<file path="src/inc/snooze_seq_pkg.sv">
package snooze_seq_pkg;

    // System clock and the slow tick that paces every wake timer.
    localparam int unsigned CLK_HZ = 125_000_000;
    localparam int unsigned TICK_HZ = 1000;
    localparam int unsigned PRESCALE_CYCLES = CLK_HZ / TICK_HZ;

    // Wake periods in their own units.
    localparam int unsigned MINUTE_S = 60;
    localparam int unsigned HALF_HOUR_MIN = 30;
    localparam int unsigned DAY_H = 24;

    // Derived tick counts for the timer stages.
    localparam int unsigned MINUTE_TICKS = MINUTE_S * TICK_HZ;
    localparam int unsigned WIDE_TICKS = HALF_HOUR_MIN * MINUTE_S * TICK_HZ;
    localparam int unsigned DAILY_TICKS = DAY_H * 60 * MINUTE_S * TICK_HZ;
    localparam logic [4:0] HALF_HOUR_COUNTS = 5'h1e;

    // Sample and measurement buffer geometry.
    localparam int SAMPLE_W = 12;
    localparam int BUF_DEPTH = 8;
    localparam int BUF_AW = 3;

    // Event numbering shared by the interrupt router inputs and outputs.
    localparam int EV_N = 7;
    localparam int EV_SNOOZE_REQ = 0;
    localparam int EV_CONV_END = 1;
    localparam int EV_XFER_DONE = 2;
    localparam int EV_CMP_HIT = 3;
    localparam int EV_ALARM = 4;
    localparam int EV_EXT_ONE = 5;
    localparam int EV_EXT_TWO = 6;

    // Power state encoding shown on the mode output.
    localparam logic [1:0] PWR_STANDBY = 2'h0;
    localparam logic [1:0] PWR_SNOOZE = 2'h1;
    localparam logic [1:0] PWR_NORMAL = 2'h2;

    // Chained move numbers of the transfer engine.
    localparam logic [1:0] MOVE_CH0 = 2'h0;
    localparam logic [1:0] MOVE_CH1 = 2'h1;
    localparam logic [1:0] MOVE_THRESH = 2'h2;
    localparam logic [1:0] MOVE_CMP_IN = 2'h3;

    typedef enum {
        ST_STANDBY,
        ST_CONVERT,
        ST_XFER,
        ST_DUMP,
        ST_REARM
    } seq_state_t;

endpackage

</file>
<file path="src/logic/snooze_acquisition_sequencer.sv">
`timescale 1ns/100ps
// How it works
// - In standby, a snooze is entered every thirty minutes to measure.
// - Snooze converts and judges level, then returns to standby without a hit.
// - A sample at or above threshold abandons snooze for normal run mode.
// - Every twenty-four hours low power ends and the buffer is transmitted.
// - A button press ends low power and transmits the measurement data.
// - Wake timer underflow starts conversion; results go to the measurement buffer.
// - Cascaded mode: first sixteen-bit stage underflows once per minute.
// - Second stage counts minute pulses and requests snooze after thirty counts.
// - Wide mode: one thirty-two-bit timer requests snooze every thirty minutes.
// - Conversion starts from the router trigger: underflow or snooze request event.
// - Four chained moves: ch0 buffer, ch1 buffer, threshold setting, ch1 compare input.
// - Buffer pointer wraps; later moves chain without a new trigger.
// - Comparator subtracts threshold and flags samples at or above it.
// - Transfer-complete event ends snooze; without a hit it returns to standby.
// - Alarm, external or compare interrupt wakes, transmits, returns to low power.
// - After an alarm wake the next alarm is programmed before sleeping.
// - Without calendar, a daily timer drives the output pin looped to an interrupt.
// - Router selects events for the processor and for the transfer engine.
module snooze_acquisition_sequencer
    import snooze_seq_pkg::*;
#(
    parameter logic [16:0] PRESCALE = 17'(PRESCALE_CYCLES),
    parameter logic [15:0] MINUTE_LEN = 16'(MINUTE_TICKS),
    parameter logic [31:0] WIDE_LEN = 32'(WIDE_TICKS),
    parameter logic [31:0] DAILY_LEN = 32'(DAILY_TICKS)
) (
    // Clock and reset.
    input wire logic sys_clk_i,
    input wire logic reset_i,
    // Mode straps.
    input wire logic wide_timer_mode_i,
    input wire logic calendar_present_i,
    input wire logic trig_on_snooze_req_i,
    // Interrupt router selections.
    input wire logic [EV_N-1:0] cpu_irq_enable_i,
    input wire logic xfer_trig_enable_i,
    // Wake sources.
    input wire logic alarm_i,
    input wire logic button_irq_i,
    input wire logic external_interrupt_line_two_i,
    // Analog converter.
    output logic conv_start_o,
    input wire logic conv_end_i,
    input wire logic [SAMPLE_W-1:0] ch0_result_i,
    input wire logic [SAMPLE_W-1:0] ch1_result_i,
    input wire logic [SAMPLE_W-1:0] threshold_i,
    // Serial comm unit transmit stream.
    output logic tx_valid_o,
    output logic [SAMPLE_W-1:0] tx_data_o,
    input wire logic tx_ready_i,
    // Status and event outputs.
    output logic [1:0] power_state_o,
    output logic transfer_done_event_o,
    output logic level_hit_o,
    output logic [SAMPLE_W-1:0] cmp_setting_o,
    output logic [EV_N-1:0] cpu_irq_o,
    output logic alarm_rearm_o,
    output logic timer_output_pin_o
);

    typedef struct packed {
        seq_state_t st;
        logic [1:0] pwr;
        logic [16:0] pre;
        logic tick;
        logic [15:0] min_cnt;
        logic [4:0] hh_cnt;
        logic [31:0] wide_cnt;
        logic [31:0] day_cnt;
        logic pin;
        logic conv_start;
        logic [SAMPLE_W-1:0] res0;
        logic [SAMPLE_W-1:0] res1;
        logic [1:0] move;
        logic [BUF_AW-1:0] wp;
        logic [BUF_AW:0] fill;
        logic [BUF_DEPTH-1:0][SAMPLE_W-1:0] buf0;
        logic [BUF_DEPTH-1:0][SAMPLE_W-1:0] buf1;
        logic [SAMPLE_W-1:0] cmp_set;
        logic [SAMPLE_W-1:0] cmp_in;
        logic hit;
        logic xfer_done;
        logic [EV_N-1:0] irq;
        logic ext1_prev;
        logic ext2_prev;
        logic wake_alarm;
        logic [BUF_AW+1:0] didx;
        logic tx_valid;
        logic [SAMPLE_W-1:0] tx_data;
        logic rearm;
        // Set on snooze entry when the converter waits for the routed request event.
        logic conv_pending;
    } seq_t;

    seq_t s_q;
    seq_t s_d;

    // Level compare unit: subtraction mode, no borrow means at or above.
    // The borrow bit of the widened difference is the below-threshold flag.
    function automatic logic at_or_above(input logic [SAMPLE_W-1:0] a, input logic [SAMPLE_W-1:0] b);
        logic [SAMPLE_W:0] diff;
        diff = {1'b0, a} - {1'b0, b};
        return ~diff[SAMPLE_W];
    endfunction

    logic minute_uf;
    logic snooze_req;
    logic daily_uf;
    logic ext1_edge;
    logic ext2_edge;
    logic cmp_now;
    logic wake_now;
    logic [EV_N-1:0] events;

    // Timer underflows and edge-detected wake requests.
    always_comb begin
        minute_uf = s_q.tick && (s_q.min_cnt == 16'h0000);
        // Wide mode takes the request from one long counter, else from the cascade.
        snooze_req = wide_timer_mode_i ? (s_q.tick && (s_q.wide_cnt == 32'h0000))
                                       : (minute_uf && (s_q.hh_cnt == 5'h00));
        daily_uf = s_q.tick && (s_q.day_cnt == 32'h0000);
        ext1_edge = button_irq_i && !s_q.ext1_prev;
        ext2_edge = external_interrupt_line_two_i && !s_q.ext2_prev;
        cmp_now = (s_q.st == ST_XFER) && (s_q.move == MOVE_CMP_IN) && at_or_above(s_q.res1, s_q.cmp_set);
        // The daily wake comes from the alarm with a calendar, else from the looped pin.
        wake_now = (calendar_present_i && alarm_i) || ext1_edge || (!calendar_present_i && ext2_edge);
        // Raw events feed the interrupt router, which registers them under the mask.
        events = '0;
        events[EV_SNOOZE_REQ] = snooze_req;
        events[EV_CONV_END] = conv_end_i;
        events[EV_XFER_DONE] = s_q.xfer_done;
        events[EV_CMP_HIT] = cmp_now;
        events[EV_ALARM] = alarm_i;
        events[EV_EXT_ONE] = ext1_edge;
        events[EV_EXT_TWO] = ext2_edge;
    end

    // Next-state logic for timers, acquisition sequence and data dump.
    always_comb begin
        s_d = s_q;
        // Pulses default low each cycle; edge detectors follow their pins.
        s_d.conv_start = 1'b0;
        s_d.xfer_done = 1'b0;
        s_d.rearm = 1'b0;
        s_d.pin = 1'b0;
        s_d.ext1_prev = button_irq_i;
        s_d.ext2_prev = external_interrupt_line_two_i;
        s_d.irq = events & cpu_irq_enable_i;

        // Prescaler gives a one-cycle tick that paces every timer.
        s_d.tick = (s_q.pre == 17'h00000);
        s_d.pre = s_d.tick ? PRESCALE - 17'h00001 : s_q.pre - 17'h00001;
        // Counters load zero at reset, so every timer underflows on the first tick.
        // Later periods are full; the first snooze therefore follows reset at once.
        if (s_q.tick) begin
            s_d.min_cnt = (s_q.min_cnt == 16'h0000) ? MINUTE_LEN - 16'h0001 : s_q.min_cnt - 16'h0001;
            s_d.wide_cnt = (s_q.wide_cnt == 32'h0000) ? WIDE_LEN - 32'h00000001 : s_q.wide_cnt - 32'h00000001;
            s_d.day_cnt = (s_q.day_cnt == 32'h0000) ? DAILY_LEN - 32'h00000001 : s_q.day_cnt - 32'h00000001;
        end
        if (minute_uf) begin
            s_d.hh_cnt = (s_q.hh_cnt == 5'h00) ? HALF_HOUR_COUNTS - 5'h01 : s_q.hh_cnt - 5'h01;
        end
        // Daily timer pulses the output pin when no calendar alarm exists.
        if (!calendar_present_i && daily_uf) begin
            s_d.pin = 1'b1;
        end

        // Sequence: standby, convert, chained transfer, then standby or a data dump.
        // Only the standby branch decodes a snooze request, so none restarts a sequence.
        case (s_q.st)
            ST_STANDBY: begin
                s_d.pwr = PWR_STANDBY;
                // A wake source wins over a snooze request of the same cycle.
                if (wake_now) begin
                    s_d.st = ST_DUMP;
                    s_d.pwr = PWR_NORMAL;
                    s_d.wake_alarm = calendar_present_i && alarm_i;
                    s_d.didx = '0;
                end else if (snooze_req) begin
                    s_d.st = ST_CONVERT;
                    s_d.pwr = PWR_SNOOZE;
                    // With request routing the start waits for the registered request event.
                    s_d.conv_start = !trig_on_snooze_req_i;
                    s_d.conv_pending = trig_on_snooze_req_i;
                end
            end
            ST_CONVERT: begin
                // A wake source wins over a conversion start or end in the same cycle.
                if (wake_now) begin
                    s_d.st = ST_DUMP;
                    s_d.pwr = PWR_NORMAL;
                    s_d.wake_alarm = calendar_present_i && alarm_i;
                    s_d.didx = '0;
                    s_d.conv_pending = 1'b0;
                end else begin
                    // The pending flag lets only the entry request start the converter.
                    if (s_q.conv_pending && s_q.irq[EV_SNOOZE_REQ]) begin
                        s_d.conv_start = 1'b1;
                        s_d.conv_pending = 1'b0;
                    end
                    // Conversion end hands both results to the chained transfer engine.
                    if (conv_end_i && xfer_trig_enable_i) begin
                        s_d.st = ST_XFER;
                        s_d.res0 = ch0_result_i;
                        s_d.res1 = ch1_result_i;
                        s_d.move = MOVE_CH0;
                    end
                end
            end
            ST_XFER: begin
                // One chained move per cycle, no fresh trigger between them.
                s_d.move = s_q.move + 2'h1;
                case (s_q.move)
                    MOVE_CH0: s_d.buf0[s_q.wp] = s_q.res0;
                    // The second move advances the pointer so the buffer wraps after the last slot.
                    MOVE_CH1: begin
                        s_d.buf1[s_q.wp] = s_q.res1;
                        s_d.wp = s_q.wp + 1'b1;
                        if (s_q.fill != 4'(BUF_DEPTH)) begin
                            s_d.fill = s_q.fill + 1'b1;
                        end
                    end
                    // The threshold is sampled from its pin in the third move.
                    MOVE_THRESH: s_d.cmp_set = threshold_i;
                    // The last move closes the chain and raises the transfer-done event.
                    default: begin
                        s_d.cmp_in = s_q.res1;
                        s_d.hit = cmp_now;
                        s_d.xfer_done = 1'b1;
                        s_d.move = MOVE_CH0;
                        // A hit abandons snooze and dumps the buffer at once.
                        if (cmp_now) begin
                            s_d.st = ST_DUMP;
                            s_d.pwr = PWR_NORMAL;
                            s_d.wake_alarm = 1'b0;
                            s_d.didx = '0;
                        end else begin
                            s_d.st = ST_STANDBY;
                            s_d.pwr = PWR_STANDBY;
                        end
                    end
                endcase
            end
            ST_DUMP: begin
                // Stream ch0 and ch1 entries pairwise, from slot zero up to the fill count.
                // A word stands until the receiver takes it; the next follows after one idle cycle.
                if (s_q.tx_valid) begin
                    if (tx_ready_i) begin
                        s_d.tx_valid = 1'b0;
                        s_d.didx = s_q.didx + 1'b1;
                    end
                end else if (s_q.didx[BUF_AW+1:1] < s_q.fill) begin
                    s_d.tx_valid = 1'b1;
                    s_d.tx_data = s_q.didx[0] ? s_q.buf1[s_q.didx[BUF_AW:1]] : s_q.buf0[s_q.didx[BUF_AW:1]];
                end else begin
                    // After an alarm wake the next alarm is programmed while still awake.
                    s_d.st = s_q.wake_alarm ? ST_REARM : ST_STANDBY;
                    s_d.pwr = s_q.wake_alarm ? PWR_NORMAL : PWR_STANDBY;
                    s_d.rearm = s_q.wake_alarm;
                end
            end
            ST_REARM: begin
                // Clearing the alarm flag keeps a later wake from rearming again.
                s_d.wake_alarm = 1'b0;
                s_d.st = ST_STANDBY;
                s_d.pwr = PWR_STANDBY;
            end
            default: begin
                // An unused state code falls back to standby.
                s_d.st = ST_STANDBY;
                s_d.pwr = PWR_STANDBY;
            end
        endcase
    end

    // State register.
    // Reset loads constants only; the whole state is one register.
    always_ff @(posedge sys_clk_i or posedge reset_i) begin
        if (reset_i) begin
            s_q <= '0;
            s_q.st <= ST_STANDBY;
        end else begin
            s_q <= s_d;
        end
    end

    // Outputs come straight from the state register.
    // No output passes through logic after the register.
    assign conv_start_o = s_q.conv_start;
    assign tx_valid_o = s_q.tx_valid;
    assign tx_data_o = s_q.tx_data;
    assign power_state_o = s_q.pwr;
    assign transfer_done_event_o = s_q.xfer_done;
    assign level_hit_o = s_q.hit;
    assign cmp_setting_o = s_q.cmp_set;
    assign cpu_irq_o = s_q.irq;
    assign alarm_rearm_o = s_q.rearm;
    assign timer_output_pin_o = s_q.pin;

endmodule

</file>
<file path="config.mk">
export PLATFORM = sky130hd
export DESIGN_NAME = snooze_acquisition_sequencer
export DESIGN_NICKNAME = d
export VERILOG_FILES = /design/src/inc/snooze_seq_pkg.sv /design/src/logic/snooze_acquisition_sequencer.sv
export SDC_FILE = /design/constraint.sdc
export NUM_CORES = 1
export LEC_CHECK = 0
export BUFFER_PORTS_ARGS = -buffer_cell sky130_fd_sc_hd__buf_2
export CAP_MARGIN = 40
export CORE_MARGIN = 2
export CORE_UTILIZATION = 50
export DETAILED_ROUTE_END_ITERATION = 8
export PLACE_DENSITY = 0.69
export SETUP_SLACK_MARGIN = 0.2
export SLEW_MARGIN = 20
export SYNTH_ARGS = -nofsm -noshare
export SYNTH_HDL_FRONTEND = slang
export SYNTH_SLANG_ARGS = --single-unit
</file>
<file path="constraint.sdc">
create_clock -name sys_clk_i -period 14.2 [get_ports sys_clk_i]
set_clock_uncertainty 0.1 [all_clocks]
set_input_delay 0.71 -clock sys_clk_i [delete_from_list [all_inputs] [get_ports sys_clk_i]]
set_output_delay 0.71 -clock sys_clk_i [all_outputs]
set_load 0.01 [all_outputs]
</file>
Word-level counts from Yosys, hierarchy flattened
Cells that the tools add are included.
{"block": "totals", "regBits": 408, "inputBits": 54}
{"block": "classes", "n_addsub": 10, "magnitude_cmp": 4, "eq_ne": 24, "mux": 55, "bitwise_logic": 5, "reduce_logical": 46}
{"cell": "bitwise mux 96 bit", "count": 2}
{"cell": "2-to-1 mux 34 bit", "count": 5}
{"cell": "one-hot mux 34 bit (4 select lines)", "count": 1}
{"cell": "2-to-1 mux 32 bit", "count": 4}
{"cell": "zero test 32 bit", "count": 3}
{"cell": "binary-select mux 12 bit (select 3 bit)", "count": 2}
{"cell": "== test 32 x 2 -> 1 bit, second input constant", "count": 2}
{"cell": "== test 32 x 3 -> 1 bit, second input constant", "count": 2}
{"cell": "subtractor 32 x 1 -> 32 bit, second input constant", "count": 2}
{"cell": "2-to-1 mux 12 bit", "count": 4}
{"cell": "demux 12 bit (select 3 bit)", "count": 1}
{"cell": "== test 32 x 1 -> 1 bit, second input constant", "count": 1}
{"cell": "2-to-1 mux 27 bit", "count": 1}
{"cell": "2-to-1 mux 26 bit", "count": 1}
{"cell": "2-to-1 mux 6 bit", "count": 4}
{"cell": "inequality test 2 bit, second input constant", "count": 11}
{"cell": "zero test 17 bit", "count": 1}
{"cell": "2-to-1 mux 17 bit", "count": 1}
{"cell": "subtractor 17 x 1 -> 17 bit, second input constant", "count": 1}
{"cell": "zero test 16 bit", "count": 1}
{"cell": "2-to-1 mux 16 bit", "count": 1}
{"cell": "subtractor 16 x 1 -> 16 bit, second input constant", "count": 1}
{"cell": "2-to-1 mux 1 bit", "count": 15}
{"cell": "one-hot mux 5 bit (3 select lines)", "count": 1}
{"cell": "other kinds (38)", "count": 76}

Longest topological paths before layout
Gate-level depths: netlist of run 1.
{"block": "depth", "word_depth": 7, "depth_mapped": 8, "ltp_nobuf": 8}

Worst setup path before layout of run 1
No wires, ideal clock.
{"block": "synth_path", "path_kind": "reg-to-reg", "from": "register s_q[323] (netlist bit)", "to": "register s_q[336] (netlist bit)", "arrival_time_ns": 2.476, "setup_slack_ns": 11.495, "path_stages_with_launch": 9, "n_path_buf": 2, "cell_sequence": "dfrtp_1 > or4_1 > buf_2 > or4_4 > buf_6 > or2_4 > or4_1 > xor2_1 > nor2_2"}
{"block": "synth_via", "elab_chain_len": 2, "elab_cells_between_ends": 3, "cone_classes": "add/sub (1); mux (1); reduce/logical (1)"}
{"element": "start, declared", "line": "snooze_acquisition_sequencer.sv:97", "text": "seq_t s_q;"}
{"element": "subtractor 32 x 1 -> 32 bit / zero test 32 bit (equally long branches)", "line": "snooze_acquisition_sequencer.sv:159", "text": "s_d.wide_cnt = (s_q.wide_cnt == 32'h0000) ? WIDE_LEN - 32'h00000001 : s_q.wide_cnt - 32'h00000001;"}
{"element": "2-to-1 mux 32 bit (*)", "line": "snooze_acquisition_sequencer.sv:159"}
Mark *: on every way between the ends. The rest lies on a longest branch, timed or not.
A chain may end at the register's enable or synchronous reset.

Final worst setup path of run 1
{"block": "layout_path", "from": "register s_q[297] (netlist bit)", "to": "register s_q[301] (netlist bit)"}
{"block": "layout_via", "elab_chain_len": 2, "elab_cells_between_ends": 3, "cone_classes": "add/sub (1); mux (1); reduce/logical (1)"}
{"element": "subtractor 32 x 1 -> 32 bit / zero test 32 bit (equally long branches)", "line": "snooze_acquisition_sequencer.sv:160", "text": "s_d.day_cnt = (s_q.day_cnt == 32'h0000) ? DAILY_LEN - 32'h00000001 : s_q.day_cnt - 32'h00000001;"}
{"element": "2-to-1 mux 32 bit (*)", "line": "snooze_acquisition_sequencer.sv:160"}
Marks and branches as above.

==> flow_metrics.py, run 1 <==
metrics = {
    "sta": {
        "finalSetupTns_ps": 0,
        "slew_headroom_pct": 44.5,
        "grt_setup_unrepaired": "false",
        "period_minus_slack_ps": 3070,
        "period_share_pct": 21.7,
        "holdWs_ps": 202,
        "hold_viol": 0,
        "slew_viol_final": 0,
        "fmax_mhz": 325,
        "setup_slack_ps": 11130,
        "worst_slew_pin_slew_ps": 825,
        "setup_viol": 0,
    },
    "route": {
        "drt_first_pass_iters": 5,
        "vias": 10900,
        "routed_wl_um": 35900,
        "dr.first_iter.drc_count": 601,
        "drc": 0,
        "viasPerCell": 5.63,
        "final_antenna_net_count": 0,
        "wire_per_inst_um": 18.6,
    },
    "run_status": {
        "status": "finished clean",
    },
    "floorplan": {
        "initial_core_util_pct": 50.9,
        "io_pins": 93,
        "die_x_um": 192,
        "fp.coreArea_sq_mm": 0.0347,
        "die_h_um": 192,
        "row_count": 68,
        "die-area_sq_mm": 0.0369,
    },
    "clocking": {
        "clock_latency_ps": 540,
        "ctsResizeCount": 0,
        "cts_made_buffers": 42,
        "cts-root-buf": "clkbuf_16",
        "cts_post_setup_buffers_inserted": 0,
        "cts-htree-levels": 2,
        "cts_buffer_depth": 3,
        "clock-sinks": 379,
        "path_clk_slew_ps": 60,
        "cts_tree": "done",
    },
    "flow_run": {
        "maxCapViolCount": 0,
    },
    "power_and_ir_drop": {
        "fin_total_pwr_mw": 3.36,
        "swShare_pct": 28.3,
        "seq_power_share_pct": 46.8,
        "p_clk_share_pct": 32.7,
        "cell_internal_pwr_mw": 2.41,
        "power_frac_comb_pct": 20.6,
        "switching_power_uw": 953,
        "power_density_mw_per_mm2": 169,
        "p_leak_nw": 9.06,
        "peakVddDrop_mv": 0.111,
    },
    "setup_path": {
        "arrival_ps": 3400,
        "path_class": "flop to flop",
        "worstSetupStartpointType": "flop",
        "required_ps": 14520,
        "crit_path_max_fanout": 18,
        "r2r-end": "s_q[301]$_DFFE_PP0P_",
        "end_kind": "flop",
        "startpoint": "s_q[297]$_DFFE_PP0P_",
        "reg2reg_slack_ps": 11130,
        "reg2reg_depth": 5,
        "reg2reg_from": "s_q[297]$_DFFE_PP0P_",
    },
    "worst_hold_path": {
        "whs_path_depth": 1,
        "min_from": "button_irq_i",
        "min_to": "s_q[22]$_DFF_PP0_",
        "min-delay-path-class": "input pin to flop",
    },
    "layout": {
        "area_growth_pct": 12.8,
        "insertedDiodeCount": 0,
        "final_nets": 1538,
        "num-fill-cells": 2822,
        "drive_gt1_share_pct": 33.4,
    },
    "global_route": {
        "grt_pass1_vias": 10900,
        "grt_max_degree": 192,
        "antenna_found_initial": 0,
        "gr-total-overflow": 0,
        "track_usage_pct": 20.2,
        "grt_pass1_wl_um": 58800,
    },
    "placed_design": {
        "post-place-ws_ps": 11130,
        "dp_hpwl_um": 23300,
        "portBuffers": 92,
        "finalWeightedCongestion": 0.783,
    },
    "synthesis": {
        "yosysTopAreaCell": "dfrtp_1",
        "synth_ff_type": "dfrtp_1",
        "seq_area_frac_synth_pct": 53.7,
        "yosysWarnings": 0,
        "synth_top_cells_by_area": "dfrtp_1 (54%), mux2_2 (15%), mux4_2 (7.6%)",
        "syn-num-nets": 1475,
        "synth-edff-count": 0,
        "yosys.cell_types.count": 61,
        "syn_inst": 1389,
        "ys_ff_latch": 379,
        "syn_avg_cell_area_sq_um": 12.7,
        "syn_area_sq_mm": 0.0177,
        "yosysTopAreaCellShare_pct": 53.7,
        "async_flop_share_pct": 100,
    },
}
[layout make-up]
type,count,area [sq um],share of cell area [%]
clock buffers,58,1210,6.08
clock inverters,14,205,1.03
inverters,32,128,0.640
multi-input cells,882,7590,38.1
flip-flops and latches,379,9490,47.6
well taps,455,569,2.86
repair buffers,115,737,3.70
[layout by cell type (no fill, tap or decap), types with 31 or more instances in the layout]
cell	Yosys	layout
nand2_1	113	113
o21ai_0	35	35
mux4_2	60	60
nor3_1	37	35
mux2_2	237	237
ha_1	32	32
dfrtp_1	379	377
xnor2_1	49	49
clkbuf_16	0	42
nor2_1	88	88
inv_1	32	31
buf_2	2	92
[through the flow]
step | cells | utilization, % | instance area [sq um]
after floorplan | 1389 | - | 17700
after global placement | 1854 | 52.9 | 18400
after detailed placement | 1856 | 53.0 | 18400
after CTS | 1928 | 57.1 | 19800
after global routing | 1935 | 57.4 | 19900
final | 1935 | 57.4 | 19900
[metal layers]
metal | track usage, % | share of wire [%] | vias to the layer above
met5 | 0 | 0 | -
met4 | 4.58 | 1.7 | 0
met3 | 3.11 | 4.5 | 54
met2 | 31.6 | 46 | 227
met1 | 29.9 | 48 | 5555
li1 | - | - | 5065
[synthesized netlist by cell type (all sizes together) (23+ instances only)]
cell type / number
nand3: 25
inv: 32
a21oi: 23
nor2: 89
nor3: 37
mux4: 60
buf: 46
ha: 32
dfrtp: 379
nand2: 113
clkbuf: 50
xor2: 28
mux2: 237
o21ai: 35
xnor2: 49
[critical path: stages (launching register included)]
cell	delay, ps
dfrtp_1	390
or4_1	540
or3_1	410
nor4_2	500
nand4_1	750
o21ai_0	290
[worst max-delay path by stage]
| stage | end | slack, ps | cells after the start |
|---|---|---|---|
| 2_1_floorplan | alarm_rearm_o$_DFF_PP0_ | 2860 | 1 |
| 3_3_place_gp | s_q[73]$_DFFE_PP0P_ | 10830 | 4 |
| 3_5_place_dp | s_q[88]$_DFFE_PP0P_ | 11130 | 5 |
| 4_1_cts | s_q[301]$_DFFE_PP0P_ | 11120 | 5 |
| 5_1_grt | s_q[301]$_DFFE_PP0P_ | 10750 | 5 |
| 6_report | s_q[301]$_DFFE_PP0P_ | 11130 | 5 |
[cell families (layout without fill, tap and decap cells)]
logic type                 after synthesis  in the layout  share of synthesized area [%]
adders and majority gates               32             32                           2.27
DFF                                    379            379                           53.7
AOI/OAI and AO/OA                       92             92                           3.21
muxes                                  297            297                           22.7
buffers and inverters                  128            219                           3.48
xor gates and xnor gates                77             77                           3.82
and+or+nand+nor                        384            384                           10.8
[power groups by stage]
stage | combinational [mW] | sequential, mW | clock, mW
after floorplan | 0.588 | 1.49 | 0
final | 0.692 | 1.57 | 1.10
after CTS | 0.689 | 1.58 | 1.12
after global routing | 0.764 | 1.61 | 1.17
after global placement | 0.659 | 1.57 | 0
after detailed placement | 0.685 | 1.59 | 0
[timing repair]
| action | 4_1_cts | 5_1_grt |
|---|---|---|
| hold buffers | 0 | 1 |
| endpoints found under the setup margin | 0 | 0 |
| endpoints found under the hold margin | 0 | 9 |
[sequential cells by signal, summed over array words and instances (netlist names)]
signal                 cells
s_q                      340
cmp_setting_o             12
tx_data_o                 12
cpu_irq_o                  7
power_state_o              2
alarm_rearm_o              1
conv_start_o               1
level_hit_o                1
timer_output_pin_o         1
transfer_done_event_o      1
tx_valid_o                 1
(Power assumes the default switching activity.)
==> run 2, diff against run 1 <==
Settings changed: ABC_AREA from default to 1, PLACE_DENSITY 0.69 to 0.72.
Clock period 14.2 ns to 2.6 ns, I/O delays scaled along.
==> run 2 against run 1 <==
First-iteration DRC count is 130% higher. Maximum frequency grew 38%. Worst setup slack worse by 11000 ps. Core utilization increased by 0.43 points. Total power increased to 5.7 times the previous value. Critical path depth is 5 higher. Clock power increased to 5.2 times the previous value. Via count rose by 43%. Cell count rose by 47%. Die area up 5.3%. Final area up 6.3%. Flip-flop and latch count unchanged. Critical path type unchanged. Critical endpoint is now s_q[388]$_DFFE_PP0P_. Largest cell class unchanged. Largest power group unchanged. Highest routed layer unchanged.
==> flow_metrics.py, run 2 <==
metrics = {
    "synthesis": {
        "syn-num-nets": 2325,
        "synth_ff_type": "dfrtp_1",
        "synth_compound_area_share_pct": 14.6,
        "yosysWarnings": 0,
        "syn_area_sq_mm": 0.0186,
        "synth-xor-area-share_pct": 1.13,
        "yosysTopAreaCell": "dfrtp_1",
        "yosys.cell_types.count": 47,
        "synthAdderAreaFrac_pct": 2.15,
        "synth_top_family_by_area": "simple AND/OR/NAND/NOR gates",
        "synth-simple-area-share_pct": 23.2,
        "muxShareOfSynthArea_pct": 0.0604,
        "synthTopCellsByCount": "nand2_1 (464), dfrtp_1 (379), o21ai_0 (362)",
        "seq_area_frac_synth_pct": 50.9,
        "yosys.cell_count.top_type": "nand2_1",
        "yosysTopAreaCellShare_pct": 50.9,
        "ys_ff_latch": 379,
        "syn_inst": 2239,
        "syn_avg_cell_area_sq_um": 8.32,
        "synth-edff-count": 0,
        "synth_top_cells_by_area": "dfrtp_1 (51%), o21ai_0 (9.7%), nand2_1 (9.3%)",
        "async_flop_share_pct": 100,
    },
    "global_route": {
        "grt_pass1_wl_um": 75800,
        "antenna_found_initial": 0,
        "gr-total-overflow": 0,
        "track_usage_pct": 24.2,
        "grt_max_degree": 101,
        "grt_pass1_vias": 15100,
    },
    "route": {
        "viasPerCell": 5.50,
        "drt_first_pass_iters": 6,
        "vias": 15600,
        "routed_wl_um": 46000,
        "dr.first_iter.drc_count": 1402,
        "drc": 0,
        "final_antenna_net_count": 0,
        "wire_per_inst_um": 16.2,
    },
    "power_and_ir_drop": {
        "p_leak_nw": 10.2,
        "power_density_mw_per_mm2": 912,
        "peakVddDrop_mv": 0.625,
        "seq_power_share_pct": 44.4,
        "swShare_pct": 34.0,
        "power_frac_comb_pct": 25.9,
        "switching_power_mw": 6.57,
        "p_clk_share_pct": 29.7,
        "fin_total_pwr_mw": 19.3,
        "cell_internal_pwr_mw": 12.8,
    },
    "worst_hold_path": {
        "min-delay-path-class": "input pin to async pin",
    },
    "layout": {
        "final_cell_area_sq_mm": 0.0212,
        "insertedDiodeCount": 0,
        "final_common_cell": "nand2_1",
        "area_growth_pct": 13.7,
        "fin_util_pct": 57.8,
        "mostFrequentLayoutCells": "nand2_1 (463), dfrtp_1 (378), o21ai_0 (362), nor2_1 (280), inv_1 (177)",
        "final_nets": 2428,
        "drive_gt1_share_pct": 12.1,
        "regMostFlops": "s_q",
        "final_cells": 2839,
        "largest_register_ffs": 340,
    },
    "sta": {
        "slew_viol_final": 0,
        "fmax_mhz": 450,
        "hold_viol": 0,
        "setup_viol": 0,
        "period_share_pct": 85.4,
        "worst_slew_pin_slew_ps": 696,
        "grt_setup_unrepaired": "false",
        "setup_slack_ps": 379,
        "slew_headroom_pct": 53.5,
        "period_minus_slack_ps": 2220,
        "finalSetupTns_ps": 0,
        "holdWs_ps": 147,
    },
    "setup_path": {
        "path_class": "flop to flop",
        "end_kind": "flop",
        "reg2reg_slack_ps": 380,
        "reg2reg_from": "s_q[368]$_DFF_PP0_",
        "crit_chain": "inv_2, nor2_1, nand3_1, nor3_1, nand2_1, nand2_1, nand3_1, nand2_1, nand2_1, nand2_1",
        "worstSetupStartpointType": "flop",
        "critPathMostFrequentCell": "nand2_1",
        "crit_path_max_fanout": 14,
        "required_ps": 2990,
        "slowest_delay_ps": 630,
        "arrival_ps": 2610,
        "startpoint": "s_q[368]$_DFF_PP0_",
        "cp_slowest_cell": "dfrtp_1",
    },
    "clocking": {
        "cts_post_setup_buffers_inserted": 0,
        "cts_made_buffers": 42,
        "cts_tree": "done",
        "clock_latency_ps": 550,
        "cts_buffer_depth": 3,
        "cts-htree-levels": 2,
        "path_clk_slew_ps": 60,
        "cts-root-buf": "clkbuf_16",
        "clock-sinks": 379,
    },
    "placed_design": {
        "placed_area_sq_mm": 0.0193,
        "placed_cells": 2710,
        "post-place-ws_ps": 299,
        "portBuffers": 92,
        "finalWeightedCongestion": 0.845,
        "dp_hpwl_um": 28800,
    },
    "run_status": {
        "status": "finished clean",
    },
    "floorplan": {
        "die-area_sq_mm": 0.0388,
        "io_pins": 93,
        "die_h_um": 197,
        "initial_core_util_pct": 50.9,
        "fp.coreArea_sq_mm": 0.0366,
        "row_count": 70,
        "die_x_um": 197,
    },
    "flow_run": {
        "maxCapViolCount": 0,
    },
}
-- run 2: changes by cell type in the layout (fill, tap and decap cells not counted), sizes merged, moves of 22 or more --
cell,change
mux4,-60
o22ai,+26
inv,+161
dlygate4sd3,+55
o21ai,+342
a21oi,+52
xnor2,-44
nand2,+372
mux2,-236
nand3,+78
o221ai,+22
nor2,+219
-- run 2: per-layer routing --
layer | up-vias | wire, um | GRT usage [%]
li1 | 7529 | - | -
met1 | 7494 | 20300 | 33.0
met2 | 502 | 21800 | 40.4
met3 | 77 | 2910 | 3.48
met4 | 0 | 954 | 6.79
met5 | - | 0 | 0
-- run 2: worst paths after layout --
path | to | depth (start not counted)
worst max-delay path | s_q[388]$_DFFE_PP0P_ | 10
worst min-delay path | s_q[199]$_DFFE_PP0P_ | 3
worst max register to register | s_q[388]$_DFFE_PP0P_ | 10
worst min register to register | s_q[369]$_DFF_PP0_ | 1
max in group asynchronous | s_q[224]$_DFFE_PP0P_ | 4
min in group sys_clk_i | s_q[22]$_DFF_PP0_ | 2
-- run 2: cell families after synthesis --
group,Yosys count
simple gates,972
flops,379
mux,1
xor+xnor,24
buf+inv,318
fa+ha+maj,32
compound gates,513
-- run 2: area by class of cell --
cell class | instances | area, sq um
Multi-Input combinational cell | 1542 | 7680
Clock buffer | 64 | 1240
Fill cell | 3214 | 15400
Timing Repair Buffer | 182 | 1360
Sequential cell | 379 | 9490
Tap cell | 468 | 586
Clock inverter | 9 | 78.8
Inverter | 195 | 738
-- run 2: what timing repair did --
item / CTS / global route
hold buffers: 56 / 0
resized for setup: 0 / 1
setup endpoints to repair: 0 / 5
hold endpoints to repair: 77 / 0
-- run 2: power by group through the flow --
stage	Combinational [mW]	Clock, mW	Sequential, mW
2_1_floorplan	3.71	0	8.41
3_3_place_gp	4.70	0	8.57
3_5_place_dp	4.90	0	8.63
4_1_cts	5.00	5.84	8.55
5_1_grt	5.77	6.08	8.77
6_report	5.00	5.74	8.59
-- run 2: worst max-delay path: cells and delay by family (launching register included) --
kind	cells	cell delay [ps]
flops	1	630
buf+inv	1	230
simple gates	9	1210
